==> src/sssr_pkg.sv <==
/*
  Package for the status summary and service request block: field positions,
  command codes and the packed carriers shared by the design.
  Assumes a single 250 MHz clock domain and a command decoder upstream that
  presents one decoded command per cycle.
*/
package sssr_pkg;

  // Event register bit positions.
  localparam int unsigned EV_OPC_BIT   = 0;
  localparam int unsigned EV_QUERY_BIT = 2;
  localparam int unsigned EV_DEV_BIT   = 3;
  localparam int unsigned EV_EXE_BIT   = 4;
  localparam int unsigned EV_CMD_BIT   = 5;
  localparam int unsigned EV_PON_BIT   = 7;
  localparam logic [7:0]  EV_USED_MASK = 8'hBD;

  // Summary byte bit positions.
  localparam int unsigned SUM_MAV_BIT  = 4;
  localparam int unsigned SUM_ESB_BIT  = 5;
  localparam int unsigned SUM_RQS_BIT  = 6;
  localparam logic [7:0]  SUM_SRE_MASK = 8'hBF;

  localparam logic [7:0]  BYTE_ZERO    = 8'h00;
  localparam logic [7:0]  ENA_RESET    = 8'h00;

  // Decoded commands handed over by the command parser, in command order.
  typedef enum logic [3:0] {
    SSSR_CMD_NONE     = 4'b0000,
    SSSR_CMD_CLS      = 4'b0001,
    SSSR_CMD_ESE_WR   = 4'b0010,
    SSSR_CMD_ESE_RD   = 4'b0011,
    SSSR_CMD_ESR_RD   = 4'b0100,
    SSSR_CMD_SRE_WR   = 4'b0101,
    SSSR_CMD_SRE_RD   = 4'b0110,
    SSSR_CMD_STB_RD   = 4'b0111,
    SSSR_CMD_OPC      = 4'b1000,
    SSSR_CMD_PSC_WR   = 4'b1001,
    SSSR_CMD_PSC_RD   = 4'b1010,
    SSSR_CMD_LOCAL    = 4'b1011,
    SSSR_CMD_REMOTE   = 4'b1100,
    SSSR_CMD_LOCKOUT  = 4'b1101
  } sssr_cmd_e;

  typedef enum logic [1:0] {
    SSSR_PANEL_LOCAL   = 2'b00,
    SSSR_PANEL_REMOTE  = 2'b01,
    SSSR_PANEL_LOCKED  = 2'b10
  } sssr_panel_e;

  // One command with its operand.
  typedef struct packed {
    logic      valid;
    sssr_cmd_e cmd;
    logic [7:0] data;
  } sssr_cmd_s;

  // Event sources, one-cycle pulses from the rest of the instrument.
  typedef struct packed {
    logic query_err;
    logic device_err;
    logic exec_err;
    logic cmd_err;
  } sssr_events_s;

  // Query answer placed in the output path.
  typedef struct packed {
    logic       valid;
    logic [7:0] value;
  } sssr_resp_s;

endpackage

==> src/sssr_status.sv <==
/*
  Status summary and service request logic: latched event register, event and
  service-request enable masks, summary byte, serial poll, panel lockout modes
  and the serial abort character.
  Assumes an upstream parser that decodes commands in order and holds back a
  command while cmd_busy_o is high, and an output buffer that reports whether
  response data is waiting.
*/
// Functional notes
// - Event bits latch on their condition and hold until an explicit clear.
// - Reading the event register or clear-status clears all event bits.
// - Reset command and device clear leave event bits untouched.
// - Queries return register contents as a binary-weighted value.
// - The event summary bit is the OR of enabled event bits.
// - Enable registers read and write; reads and clear-status leave them.
// - Message-available, bit 4, follows waiting response data at once.
// - Summary bits 4 and 5 are not latched and follow their sources; request bit 6 is latched.
// - Message-available clears only when every buffered message is read; here it also reads 0 while output_flush_o is high.
// - Summary byte: bit 4 MESSAGE_AVAILABLE_BIT, bit 5 event summary, bit 6 request, others zero.
// - Clear-status and event read clear bits 5 and 6 of the summary byte; bit 4 is kept.
// - Summary mask clears on zero write, and at power-on when setting is one.
// - Request service rising from an enabled summary bit raises service request.
// - Request service clears only by serial poll, clear-status or reading the causing event register; here power-on and any event read clear it too.
// - Serial poll returns summary byte, clears only request service, never stalls.
// - Status-byte query runs in order and clears nothing.
// - Operation-complete sets event bit 0 once earlier commands finish.
// - Remote disables all keys but local; local re-enables all keys.
// - Remote-with-lockout enters remote and disables every key.
// - Serial abort ends the operation and discards output, like device clear.
// - Event bits: 0 OPC, 2 query, 3 device, 4 exec, 5 command, 7 power on.
// - Event enable mask loads from a written value and gates the event summary.
`timescale 1ns/10ps
module sssr_status
  import sssr_pkg::*;
(
  input  wire logic         clk_i,
  input  wire logic         rst_n_i,
  input  wire logic         power_on_i,
  input  wire sssr_cmd_s    cmd_i,
  input  wire sssr_events_s events_i,
  input  wire logic         exec_idle_i,
  input  wire logic         out_data_waiting_i,
  input  wire logic         serial_poll_i,
  input  wire logic         device_clear_i,
  input  wire logic         abort_char_i,
  output logic              cmd_busy_o,
  output sssr_resp_s        resp_o,
  output logic [7:0]        poll_byte_o,
  output logic              srq_o,
  output logic              output_flush_o,
  output logic              op_abort_o,
  output logic              remote_o,
  output logic [1:0]        panel_mode_o,
  output logic              keys_enabled_o,
  output logic              local_key_enabled_o
);

  ////////////////////////////////////////////////////////////////////////////
  // Command acceptance.

  logic        [7:0] event_r;
  logic        [7:0] ese_r;
  logic        [7:0] sre_r;
  logic              psc_r;
  logic              rqs_r;
  logic              rqs_clr_pend_r;
  logic              opc_pend_r;
  sssr_panel_e       panel_r;
  logic        [7:0] summary;
  logic              esb;
  logic              clr_ev;
  logic              esr_rd;
  logic              clear_evt;
  logic              cmd_take;
  logic              ordered;

  // Commands that report results in command order wait for the execution
  // engine; the serial poll never goes through here, so it is never stalled.
  function automatic logic is_ordered(input sssr_cmd_e c);
    is_ordered = (c == SSSR_CMD_STB_RD) || (c == SSSR_CMD_OPC);
  endfunction

  assign ordered    = cmd_i.valid && is_ordered(cmd_i.cmd);
  assign cmd_busy_o = ordered && !exec_idle_i;
  assign cmd_take   = cmd_i.valid && !cmd_busy_o;
  assign clr_ev     = cmd_take && (cmd_i.cmd == SSSR_CMD_CLS);
  assign esr_rd     = cmd_take && (cmd_i.cmd == SSSR_CMD_ESR_RD);
  assign clear_evt  = clr_ev || esr_rd;

  ////////////////////////////////////////////////////////////////////////////
  // Event register.

  logic [7:0] ev_set;

  always_comb begin
    ev_set               = BYTE_ZERO;
    ev_set[EV_QUERY_BIT] = events_i.query_err;
    ev_set[EV_DEV_BIT]   = events_i.device_err;
    ev_set[EV_EXE_BIT]   = events_i.exec_err;
    ev_set[EV_CMD_BIT]   = events_i.cmd_err;
    ev_set[EV_OPC_BIT]   = opc_pend_r && exec_idle_i;
  end

  // A new event in the cycle of a clear survives the clear. Device clear and
  // abort do not reach this register at all.
  always_ff @(posedge clk_i) begin
    if (!rst_n_i) begin
      event_r <= BYTE_ZERO;
    end else if (power_on_i) begin
      event_r <= BYTE_ZERO;
      event_r[EV_PON_BIT] <= 1'b1;
    end else begin
      event_r <= ((clear_evt ? BYTE_ZERO : event_r) | ev_set) & EV_USED_MASK;
    end
  end

  // Operation complete is armed by the command and fires once the engine is idle.
  always_ff @(posedge clk_i) begin
    if (!rst_n_i || power_on_i) begin
      opc_pend_r <= 1'b0;
    end else if (cmd_take && cmd_i.cmd == SSSR_CMD_OPC) begin
      opc_pend_r <= 1'b1;
    end else if (exec_idle_i) begin
      opc_pend_r <= 1'b0;
    end
  end

  ////////////////////////////////////////////////////////////////////////////
  // Enable masks and power-on clear setting.

  // The power-on clear setting would normally live in non-volatile storage;
  // here it survives power_on_i and resets only with rst_n_i.
  always_ff @(posedge clk_i) begin
    if (!rst_n_i) begin
      psc_r <= 1'b1;
    end else if (cmd_take && cmd_i.cmd == SSSR_CMD_PSC_WR) begin
      psc_r <= cmd_i.data[0];
    end
  end

  always_ff @(posedge clk_i) begin
    if (!rst_n_i) begin
      ese_r <= ENA_RESET;
    end else if (power_on_i) begin
      if (psc_r) begin
        ese_r <= ENA_RESET;
      end
    end else if (cmd_take && cmd_i.cmd == SSSR_CMD_ESE_WR) begin
      ese_r <= cmd_i.data;
    end
  end

  always_ff @(posedge clk_i) begin
    if (!rst_n_i) begin
      sre_r <= ENA_RESET;
    end else if (power_on_i) begin
      if (psc_r) begin
        sre_r <= ENA_RESET;
      end
    end else if (cmd_take && cmd_i.cmd == SSSR_CMD_SRE_WR) begin
      sre_r <= cmd_i.data & SUM_SRE_MASK;
    end
  end

  ////////////////////////////////////////////////////////////////////////////
  // Summary byte and service request.

  logic rqs_src;

  assign esb = |(event_r & ese_r);

  // Message available and the event summary follow their sources directly.
  always_comb begin
    summary              = BYTE_ZERO;
    summary[SUM_MAV_BIT] = out_data_waiting_i && !output_flush_o;
    summary[SUM_ESB_BIT] = esb;
    summary[SUM_RQS_BIT] = rqs_r;
  end

  assign rqs_src = |(summary & sre_r);

  // Request service latches on an enabled summary bit and drops on a poll or
  // on the event read; clear-status clears it too, along with the event bits.
  always_ff @(posedge clk_i) begin
    if (!rst_n_i || power_on_i) begin
      rqs_r <= 1'b0;
    end else if (serial_poll_i || esr_rd || clr_ev) begin
      rqs_r <= 1'b0;
    end else if (rqs_src && !rqs_clr_pend_r) begin
      rqs_r <= 1'b1;
    end
  end

  // After a clear, wait one cycle so that the cleared sources are seen.
  always_ff @(posedge clk_i) begin
    if (!rst_n_i) begin
      rqs_clr_pend_r <= 1'b0;
    end else begin
      rqs_clr_pend_r <= serial_poll_i || esr_rd || clr_ev;
    end
  end

  assign srq_o       = rqs_r;
  assign poll_byte_o = summary;

  ////////////////////////////////////////////////////////////////////////////
  // Query answers.

  always_ff @(posedge clk_i) begin
    if (!rst_n_i) begin
      resp_o <= '0;
    end else begin
      resp_o.valid <= 1'b0;
      if (cmd_take) begin
        case (cmd_i.cmd)
          SSSR_CMD_ESR_RD: begin
            resp_o <= '{valid: 1'b1, value: event_r};
          end
          SSSR_CMD_ESE_RD: begin
            resp_o <= '{valid: 1'b1, value: ese_r};
          end
          SSSR_CMD_SRE_RD: begin
            resp_o <= '{valid: 1'b1, value: sre_r};
          end
          SSSR_CMD_STB_RD: begin
            resp_o <= '{valid: 1'b1, value: summary};
          end
          SSSR_CMD_PSC_RD: begin
            resp_o <= '{valid: 1'b1, value: {7'h00, psc_r}};
          end
          default: begin
            resp_o.valid <= 1'b0;
          end
        endcase
      end
    end
  end

  ////////////////////////////////////////////////////////////////////////////
  // Output flush and abort.

  // Device clear, the serial abort character and power-on all discard output.
  always_ff @(posedge clk_i) begin
    if (!rst_n_i) begin
      output_flush_o <= 1'b1;
      op_abort_o     <= 1'b0;
    end else begin
      output_flush_o <= device_clear_i || abort_char_i || power_on_i;
      op_abort_o     <= device_clear_i || abort_char_i;
    end
  end

  ////////////////////////////////////////////////////////////////////////////
  // Front-panel remote and lockout modes.

  always_ff @(posedge clk_i) begin
    if (!rst_n_i || power_on_i) begin
      panel_r <= SSSR_PANEL_LOCAL;
    end else if (cmd_take) begin
      case (cmd_i.cmd)
        SSSR_CMD_LOCAL:   panel_r <= SSSR_PANEL_LOCAL;
        SSSR_CMD_REMOTE:  panel_r <= SSSR_PANEL_REMOTE;
        SSSR_CMD_LOCKOUT: panel_r <= SSSR_PANEL_LOCKED;
        default:          panel_r <= panel_r;
      endcase
    end
  end

  assign panel_mode_o        = panel_r;
  assign remote_o            = (panel_r != SSSR_PANEL_LOCAL);
  assign keys_enabled_o      = (panel_r == SSSR_PANEL_LOCAL);
  assign local_key_enabled_o = (panel_r != SSSR_PANEL_LOCKED);

endmodule

==> config.mk <==
export PLATFORM = sky130hd
export DESIGN_NAME = sssr_status
export DESIGN_NICKNAME = d
export VERILOG_FILES = /design/src/sssr_pkg.sv /design/src/sssr_status.sv
export SDC_FILE = /design/constraint.sdc
export NUM_CORES = 1
export LEC_CHECK = 0
export BUFFER_PORTS_ARGS = -buffer_cell sky130_fd_sc_hd__buf_2
export CORE_MARGIN = 5
export CORE_UTILIZATION = 45
export CTS_CLUSTER_SIZE = 12
export DETAILED_ROUTE_END_ITERATION = 16
export PLACE_DENSITY = 0.71
export REMOVE_ABC_BUFFERS = 1
export SLEW_MARGIN = 25
export SYNTH_ARGS = -nofsm -noshare
export SYNTH_HDL_FRONTEND = slang
export SYNTH_SLANG_ARGS = --single-unit
==> constraint.sdc <==
create_clock -name clk_i -period 2.76 [get_ports clk_i]
set_input_delay 0.552 -clock clk_i [delete_from_list [all_inputs] [get_ports clk_i]]
set_output_delay 0.552 -clock clk_i [all_outputs]
set_load 0.03 [all_outputs]
* After elaboration in Yosys (flattened, before gate mapping)
Cells that the tools add are included.
** Word-level totals
- Word-level logic and storage cells :: 85
- Input port bits :: 25
- Register bits :: 41
- Output and inout port bits :: 26
** Operators by class
- Reduce and logical (&&, ||, !) cells :: 41
- Mux-type cells :: 12
- Bitwise gates (word level) :: 4
- Equality and inequality tests :: 15
** Operators with widths (count)
- $mux 8 :: 7
- $pmux 8 s5 :: 1
- $eq 4x4->1 const B :: 6
- $eq 4x3->1 const B :: 4
- $reduce_or 8->1 :: 2
- $logic_and 1x1->1 :: 12
- $reduce_and 2->1 :: 5
- $and 7x8->8 :: 1
- $and 8x8->8 :: 1
- $eq 4x2->1 const B :: 2
- $or 8x6->8 :: 1
- $reduce_bool 2->1 :: 4
- $logic_or 1x1->1 :: 7
- $pmux 2 s3 :: 1
- $logic_not 1->1 :: 5
- $reduce_bool 5->1 :: 1
- $reduce_or 5->1 :: 1
- $eq 4x1->1 const B :: 1
- $reduce_or 2->1 :: 2
- $mux 1 :: 3
- $reduce_bool 3->1 :: 1
- $logic_not 2->1 :: 1
- $ne 2x1->1 const B :: 1
- $ne 2x2->1 const B :: 1
- $not 1->1 :: 1

* Logic depth before layout (Yosys ltp)
Gate-level depths: netlist (run 1).
- Depth after elaboration :: 11
- Gate-level depth with buffers :: 7
- Gate-level depth less buffers :: 5

* Least setup slack after synthesis (run 1)
Ideal clock, no wire load.
- Path kind :: input to output
- From :: in cmd_i[10] (netlist name)
- To :: out cmd_busy_o
- Buffers on the path :: 1
- Stages :: 4
- Setup slack :: 0.508 ns
- Data arrival time :: 1.700 ns
- Data required time :: 2.208 ns
- Path through :: clkbuf_1 -> nor4_1 -> nor2_1 -> nor3_1
** On the way
- Word-level cells in the longest chain between the ends :: 4
- Elaborated cells between the ends (all ways) :: 5
** RTL lines
- start: declaration :: RTL line sssr_status.sv:39 : input wire sssr_cmd_s cmd_i,
- $eq 4x3->1 or $eq 4x4->1 (tied branches) :: RTL line sssr_status.sv:80 : is_ordered = (c == SSSR_CMD_STB_RD) || (c == SSSR_CMD_OPC);
- $logic_or 1x1->1 (*) :: RTL line sssr_status.sv:80
- $logic_and 1x1->1 (*) :: RTL line sssr_status.sv:83 : assign ordered = cmd_i.valid && is_ordered(cmd_i.cmd);
- $logic_and 1x1->1 (*) :: RTL line sssr_status.sv:84 : assign cmd_busy_o = ordered && !exec_idle_i;
- end: declaration :: RTL line sssr_status.sv:46 : output logic cmd_busy_o,
Mark *: on every way between the ends. The rest lies on a longest branch, timed or not.

* Worst setup path after layout (run 1)
Same ends and word-level chain as after synthesis.

==> results of run 1 <==
==> critical path: stages <==
cell	delay (ns)
buf_2	0.27
nand2b_1	0.19
nor2_1	0.22
nor2_1	0.07
nor3_1	0.12
buf_2	0.22
==> registers in the layout, summed over array words and instances (netlist names) <==
name	cells
psc_r	1
srq_o	1
rqs_clr_pend_r	1
op_abort_o	1
resp_o	9
event_r	6
sre_r	7
panel_mode_o	2
output_flush_o	1
ese_r	8
opc_pend_r	1
==> logic make-up (layout without fill, tap and decap cells) <==
group	count (synthesis)	count (layout)
buf+inv	25	62
other cells	1	5
simple gates	87	87
flops	38	38
xor+xnor	1	1
mux	8	8
compound gates	60	60
==> cells in the final DEF, fill, tap and decap left out, types with 2 or more instances in the layout <==
| cell type | n |
|---|---|
| a22o_1 | 4 |
| a21oi_1 | 9 |
| a21boi_0 | 12 |
| a31oi_1 | 2 |
| nor3b_1 | 3 |
| o21ai_0 | 6 |
| a22oi_1 | 5 |
| bufinv_16 | 2 |
| or3_1 | 4 |
| dfxtp_1 | 38 |
| nor3_1 | 4 |
| o211ai_1 | 2 |
| buf_4 | 2 |
| buf_2 | 45 |
| o31ai_1 | 2 |
| and3_1 | 2 |
| nand2_1 | 19 |
| inv_1 | 7 |
| nor2_1 | 18 |
| or4_1 | 2 |
| and2_1 | 6 |
| nand2b_1 | 5 |
| nor2b_1 | 5 |
| clkbuf_8 | 5 |
| a221oi_1 | 5 |
| o2bb2ai_1 | 5 |
| nand3_1 | 11 |
| conb_1 | 5 |
| mux2i_1 | 8 |
==> power groups by stage <==
stage | Sequential [mW] | Clock [mW] | Combinational, mW
CTS | 0.569 | 0.579 | 0.143
global route | 0.571 | 0.605 | 0.158
finish | 0.569 | 0.568 | 0.144
detailed placement | 0.582 | 0 | 0.143
global placement | 0.582 | 0 | 0.142
floorplan | 0.596 | 0 | 0.0672
==> worst min path at each step <==
stage                   start              to  slack, ns
2_1_floorplan      opc_pend_r      opc_pend_r       0.45
3_3_place_gp        resp_o[6]       resp_o[6]       0.45
3_5_place_dp         sre_r[7]        sre_r[7]       0.46
4_1_cts          abort_char_i  output_flush_o       0.45
5_1_grt        device_clear_i      op_abort_o       0.46
6_report       device_clear_i  output_flush_o       0.45
==> layout make-up <==
type                    instances  area, sq um  area share
inverters                       7         26.3      0.0118
flip-flops and latches         38          761       0.340
clock buffers                   5         68.8      0.0308
clock inverters                 3         68.8      0.0308
multi-input cells             161         1010       0.451
well taps                      50         62.6      0.0280
repair buffers                 47          240       0.107
==> metal layers <==
metal / GRT usage / up-vias
met4: 0.0593 / 0
met1: 0.226 / 792
met5: 0 / -
met2: 0.281 / 58
met3: 0.0534 / 10
li1: - / 864
==> flow_summary.toml, run 1 <==
[outcome]
outcome = "complete, no violations"

[layout]
area_growth_pct = 18.7
antenna_cells = 0
fill_cells = 383
layout.nets = 285
design_area_sq_mm = 0.00224
fin_cells = 311
finalCoreUtilization = 0.555
drive_gt1_frac = 0.226

[timing]
setup_viol = 0
holdWs_ns = 0.455
worstMarginPinSlew_ns = 0.670
rsz0062_at_grt = "false"
final.period_utilization = 0.796
slew_headroom = 0.551
max_freq_ghz = 0.455
finClkSkew_ns = 0.00401
period_needed_ns = 2.20
setup_tns_ns = 0
worst_slack_ns = 0.562
hold_viol_final = 0
drv_slew = 0

[worst_setup_path]
r2r-end = "resp_o[5]"
path_class = "in2out"
critPathRequiredTime_ns = 2.21
cp-startpoint = "cmd_i[10]"
end_kind = "output pin"
cp-start-kind = "input port"
worstSetupEndpoint = "cmd_busy_o"
r2r_cells = 4
r2r-start = "ese_r[3]"
cp.arrival_ns = 1.65
r2r_slack_ns = 1.42
cp_max_fo = 17

[pwr]
total_power_mw = 1.28
total_leakage_power_nw = 0.882
p_int_uw = 970
p_seq_frac = 0.444
clkPwrFrac = 0.443
powerDensity_mw_per_mm2 = 573
peakVddDrop_uv = 379
swShare = 0.242
p_switching_uw = 310
combPwrFrac = 0.112

[route]
top_layer = "met4"
dr.pass1.iters = 5
routed_wl_um = 4620
num_vias = 1724
route.met3.wl_um = 351
postRouteAntennaNets = 0
drc = 0
wl_met2_um = 2120
drt_iter0_drc = 187
routed_via_density = 5.54
met1Wirelength_um = 2070
post_drt_wl_per_cell_um = 14.8

[placement]
io_buffer_count = 45
dpl.hpwl_um = 3520
postPlaceCellArea_sq_mm = 0.00210
placed_cells = 303
gp_congestion = 0.879
pre_cts_ws_ns = 0.560

[synthesis]
synth_top_family_by_area = "simple AND/OR/NAND/NOR gates"
yosys_warnings = 0
synth_top_area_frac = 0.404
yosys.area.top_type = "dfxtp_1"
synth.distinct_cells = 46
synthTopCellsByCount = "dfxtp_1 (38), nand2_1 (19), nor2_1 (18)"
synth_cells = 220
synth_ff_type = "dfxtp_1"
synthAdderAreaFrac = 0
synth_edf_count = 0
netlist_area_sq_mm = 0.00188
synth_xor_area_frac = 0.00465
async_reset_ff_frac = 0
synthMuxAreaShare = 0.0425
syn_area_per_cell_sq_um = 8.57
synth-simple-area-share = 0.246
synth_compound_area_frac = 0.232
yosysMostFrequentCell = "dfxtp_1"
seq_area_frac_synth = 0.404
synth_seq_cells = 38
synth.area.top_cells = "dfxtp_1 (40%), a21boi_0 (4.8%), mux2i_1 (4.2%)"

[floorplanning]
die_area_sq_mm = 0.00558
coreArea_sq_mm = 0.00403
ioPinCount = 51
die_h_um = 74.7
die_w_um = 74.7
start_util = 0.468
row_count = 23

[cts]
cts_tree = "yes"
cts_buffers = 5
cts_sinks = 38
ctsResizeCount = 0
clk_latency_ns = 0.29
hold_buffers = 0
cts_buffer_depth = 2
root_buffer = "clkbuf_8"
cts.reportedPaths.clkPinSlew_ns = 0.08
htree_levels = 2
postCtsSetupRepairBufs = 0

[grt]
track_usage = 0.176
overflow = 0
antenna_found_initial = 0
grt_pass1_vias = 1621
grt_max_degree = 30
grt_pass1_wl_um = 7470

[worst_hold_path]
hold_path.class = "in2reg"
whs_path_depth = 2

[flow_run]
cap_viol_max_count = 0
No activity file was read; power rests on OpenSTA's default activity.
==> run 2, diff against run 1 <==
--- a/config.mk
+++ b/config.mk
@@ -5,12 +5,13 @@
 export SDC_FILE = /design/constraint.sdc
 export NUM_CORES = 1
 export LEC_CHECK = 0
+export ABC_AREA = 1
 export BUFFER_PORTS_ARGS = -buffer_cell sky130_fd_sc_hd__buf_2
 export CORE_MARGIN = 5
 export CORE_UTILIZATION = 45
 export CTS_CLUSTER_SIZE = 12
 export DETAILED_ROUTE_END_ITERATION = 16
-export PLACE_DENSITY = 0.71
+export PLACE_DENSITY = 0.73
 export REMOVE_ABC_BUFFERS = 1
 export SLEW_MARGIN = 25
 export SYNTH_ARGS = -nofsm -noshare
==> constraint.sdc (replaced) <==
create_clock -name clk_i -period 2 [get_ports clk_i]
set_input_delay 0.4 -clock clk_i [delete_from_list [all_inputs] [get_ports clk_i]]
set_output_delay 0.4 -clock clk_i [all_outputs]
set_load 0.03 [all_outputs]
==> run 2 against run 1 <==
  * Count of clock-buffer cells in the layout up 1
  * Die area up 3.4%
  * Area after synthesis up 4.0%
  * Via count up 14%
  * First-iteration DRC count down 39%
  * Utilization down 1.8 points
  * Setup slack worse by 0.35 ns
  * Non-clock buffer count up 4
  * Highest routed layer unchanged
  * Register-to-register slack worse by 0.52 ns
  * Global-route usage down 0.16 points
  * Flip-flop and latch count unchanged
  * Critical path depth up 2
==> flow_summary.toml, run 2 <==
[timing]
drv_slew = 0
worstMarginPinSlew_ns = 0.536
finClkSkew_ns = 0.0135
slew_headroom = 0.642
hold_viol_final = 0
max_freq_ghz = 0.561
final.period_utilization = 0.892
rsz0062_at_grt = "false"
setup_tns_ns = 0
period_needed_ns = 1.78
setup_viol = 0

[cts]
cts_sinks = 38
cts_buffer_depth = 2
cts_tree = "yes"
clk_latency_ns = 0.30
htree_levels = 2
ctsResizeCount = 0
postCtsSetupRepairBufs = 0
cts.reportedPaths.clkPinSlew_ns = 0.07
hold_buffers = 0
root_buffer = "clkbuf_8"
cts_buffers = 5

[route]
routed_wl_um = 4980
drt_iter0_drc = 115
postRouteAntennaNets = 0
drc = 0
dr.pass1.iters = 4
num_vias = 1959
routed_via_density = 5.02
post_drt_wl_per_cell_um = 12.8

[worst_setup_path]
r2r-start = "psc_r"
path_class = "in2out"
cp-startpoint = "cmd_i[11]"
critPathRequiredTime_ns = 1.60
cp_max_fo = 4
r2r_cells = 3
cp-start-kind = "input port"
worstSetupEndpoint = "cmd_busy_o"
cp.arrival_ns = 1.38
r2r_slack_ns = 0.90
end_kind = "output pin"
r2r-end = "ese_r[7]"

[synthesis]
synthTopCellsByCount = "nand2_1 (73), nand3_1 (48), dfxtp_1 (38)"
yosys_warnings = 0
netlist_area_sq_mm = 0.00196
async_reset_ff_frac = 0
synth_edf_count = 0
synth_top_area_frac = 0.388
seq_area_frac_synth = 0.388
synth.distinct_cells = 25
synth_cells = 290
yosysMostFrequentCell = "nand2_1"
syn_area_per_cell_sq_um = 6.76
synth_ff_type = "dfxtp_1"
yosys.area.top_type = "dfxtp_1"
synth.area.top_cells = "dfxtp_1 (39%), nand2_1 (14%), nand3_1 (12%)"
synth_seq_cells = 38

[pwr]
p_seq_frac = 0.503
p_int_mw = 1.12
swShare = 0.284
combPwrFrac = 0.142
total_leakage_power_nw = 1.11
clkPwrFrac = 0.355
p_switching_uw = 445
powerDensity_mw_per_mm2 = 678
peakVddDrop_uv = 508

[placement]
postPlaceCellArea_sq_mm = 0.00221
gp_congestion = 0.903
io_buffer_count = 45
dpl.hpwl_um = 3730

[outcome]
outcome = "complete, no violations"

[flow_run]
cap_viol_max_count = 0

[layout]
layout_commonest_cell = "nand2_1"
antenna_cells = 0
design_area_sq_mm = 0.00231
reg.largest.list = "resp_o x9, ese_r x8, sre_r x7"
layout.nets = 362
drive_gt1_frac = 0.234
largest_reg_flops = 9
mostFrequentLayoutCells = "nand2_1 (73), nand3_1 (48), buf_2 (45), dfxtp_1 (38), nor2_1 (35)"
regMostFlops = "resp_o"
area_growth_pct = 17.7

[floorplanning]
die_w_um = 76.0
ioPinCount = 51
coreArea_sq_mm = 0.00429
row_count = 24
die_h_um = 76.0
die_area_sq_mm = 0.00577
start_util = 0.456

[grt]
grt_max_degree = 22
antenna_found_initial = 0
grt_pass1_vias = 1738
track_usage = 0.174
overflow = 0
grt_pass1_wl_um = 8270

[worst_hold_path]
hold_path.class = "in2reg"
==> run 2: how the worst min path moves through the flow <==
stage / from / endpoint / cells after the start
6_report: device_clear_i / output_flush_o / 3
3_3_place_gp: opc_pend_r / event_r[0] / 2
4_1_cts: device_clear_i / output_flush_o / 3
3_5_place_dp: opc_pend_r / event_r[0] / 2
5_1_grt: abort_char_i / output_flush_o / 3
2_1_floorplan: opc_pend_r / event_r[0] / 2
==> run 2: cell families after synthesis <==
| family | after synthesis | share of synthesized area |
|---|---|---|
| compound gates | 32 | 0.0888 |
| buf+inv | 44 | 0.106 |
| flops | 38 | 0.388 |
| simple gates | 175 | 0.415 |
| other cells | 1 | 0.00191 |
==> run 2: area by class of cell <==
type / instances / area [sq um]
fill: 458 / 1990
timing repair buffer: 51 / 270
multi-input combinational: 212 / 1010
sequential: 38 / 761
inverter: 29 / 109
clock inverter: 2 / 12.5
clock buffer: 6 / 82.6
tap: 52 / 65.1
==> run 2: metrics by stage <==
stage	hold WS [ns]	total power [mW]	cells	worst slack [ns]	utilization
after floorplan	0.433	0.942	279	0.375	-
after global placement	0.448	1.02	382	0.213	0.515
after detailed placement	0.454	1.03	382	0.222	0.515
after CTS	0.294	1.57	390	0.223	0.537
after global routing	0.301	1.64	390	0.0996	0.537
final	0.297	1.56	390	0.217	0.537
==> run 2: per-layer routing <==
metal,routed length (um),share of wire,GRT usage
met5,0,0,0
met4,102,0.020,0.0712
met3,335,0.067,0.0307
met2,2270,0.46,0.266
met1,2260,0.45,0.241
==> run 2: power by group through the flow <==
stage               Combinational [mW]  Sequential, mW  Clock [mW]
global placement                 0.218           0.804           0
finish                           0.222           0.787       0.555
detailed placement               0.221           0.805           0
floorplan                        0.119           0.823           0
global route                     0.244           0.790       0.601
CTS                              0.221           0.787       0.567
==> run 2: worst max-delay path, cell delays in order <==
cell,delay (ns)
buf_2,0.11
inv_2,0.05
nor2_1,0.23
nand2_1,0.10
nand2_2,0.10
nand2_1,0.12
inv_1,0.07
buf_2,0.19
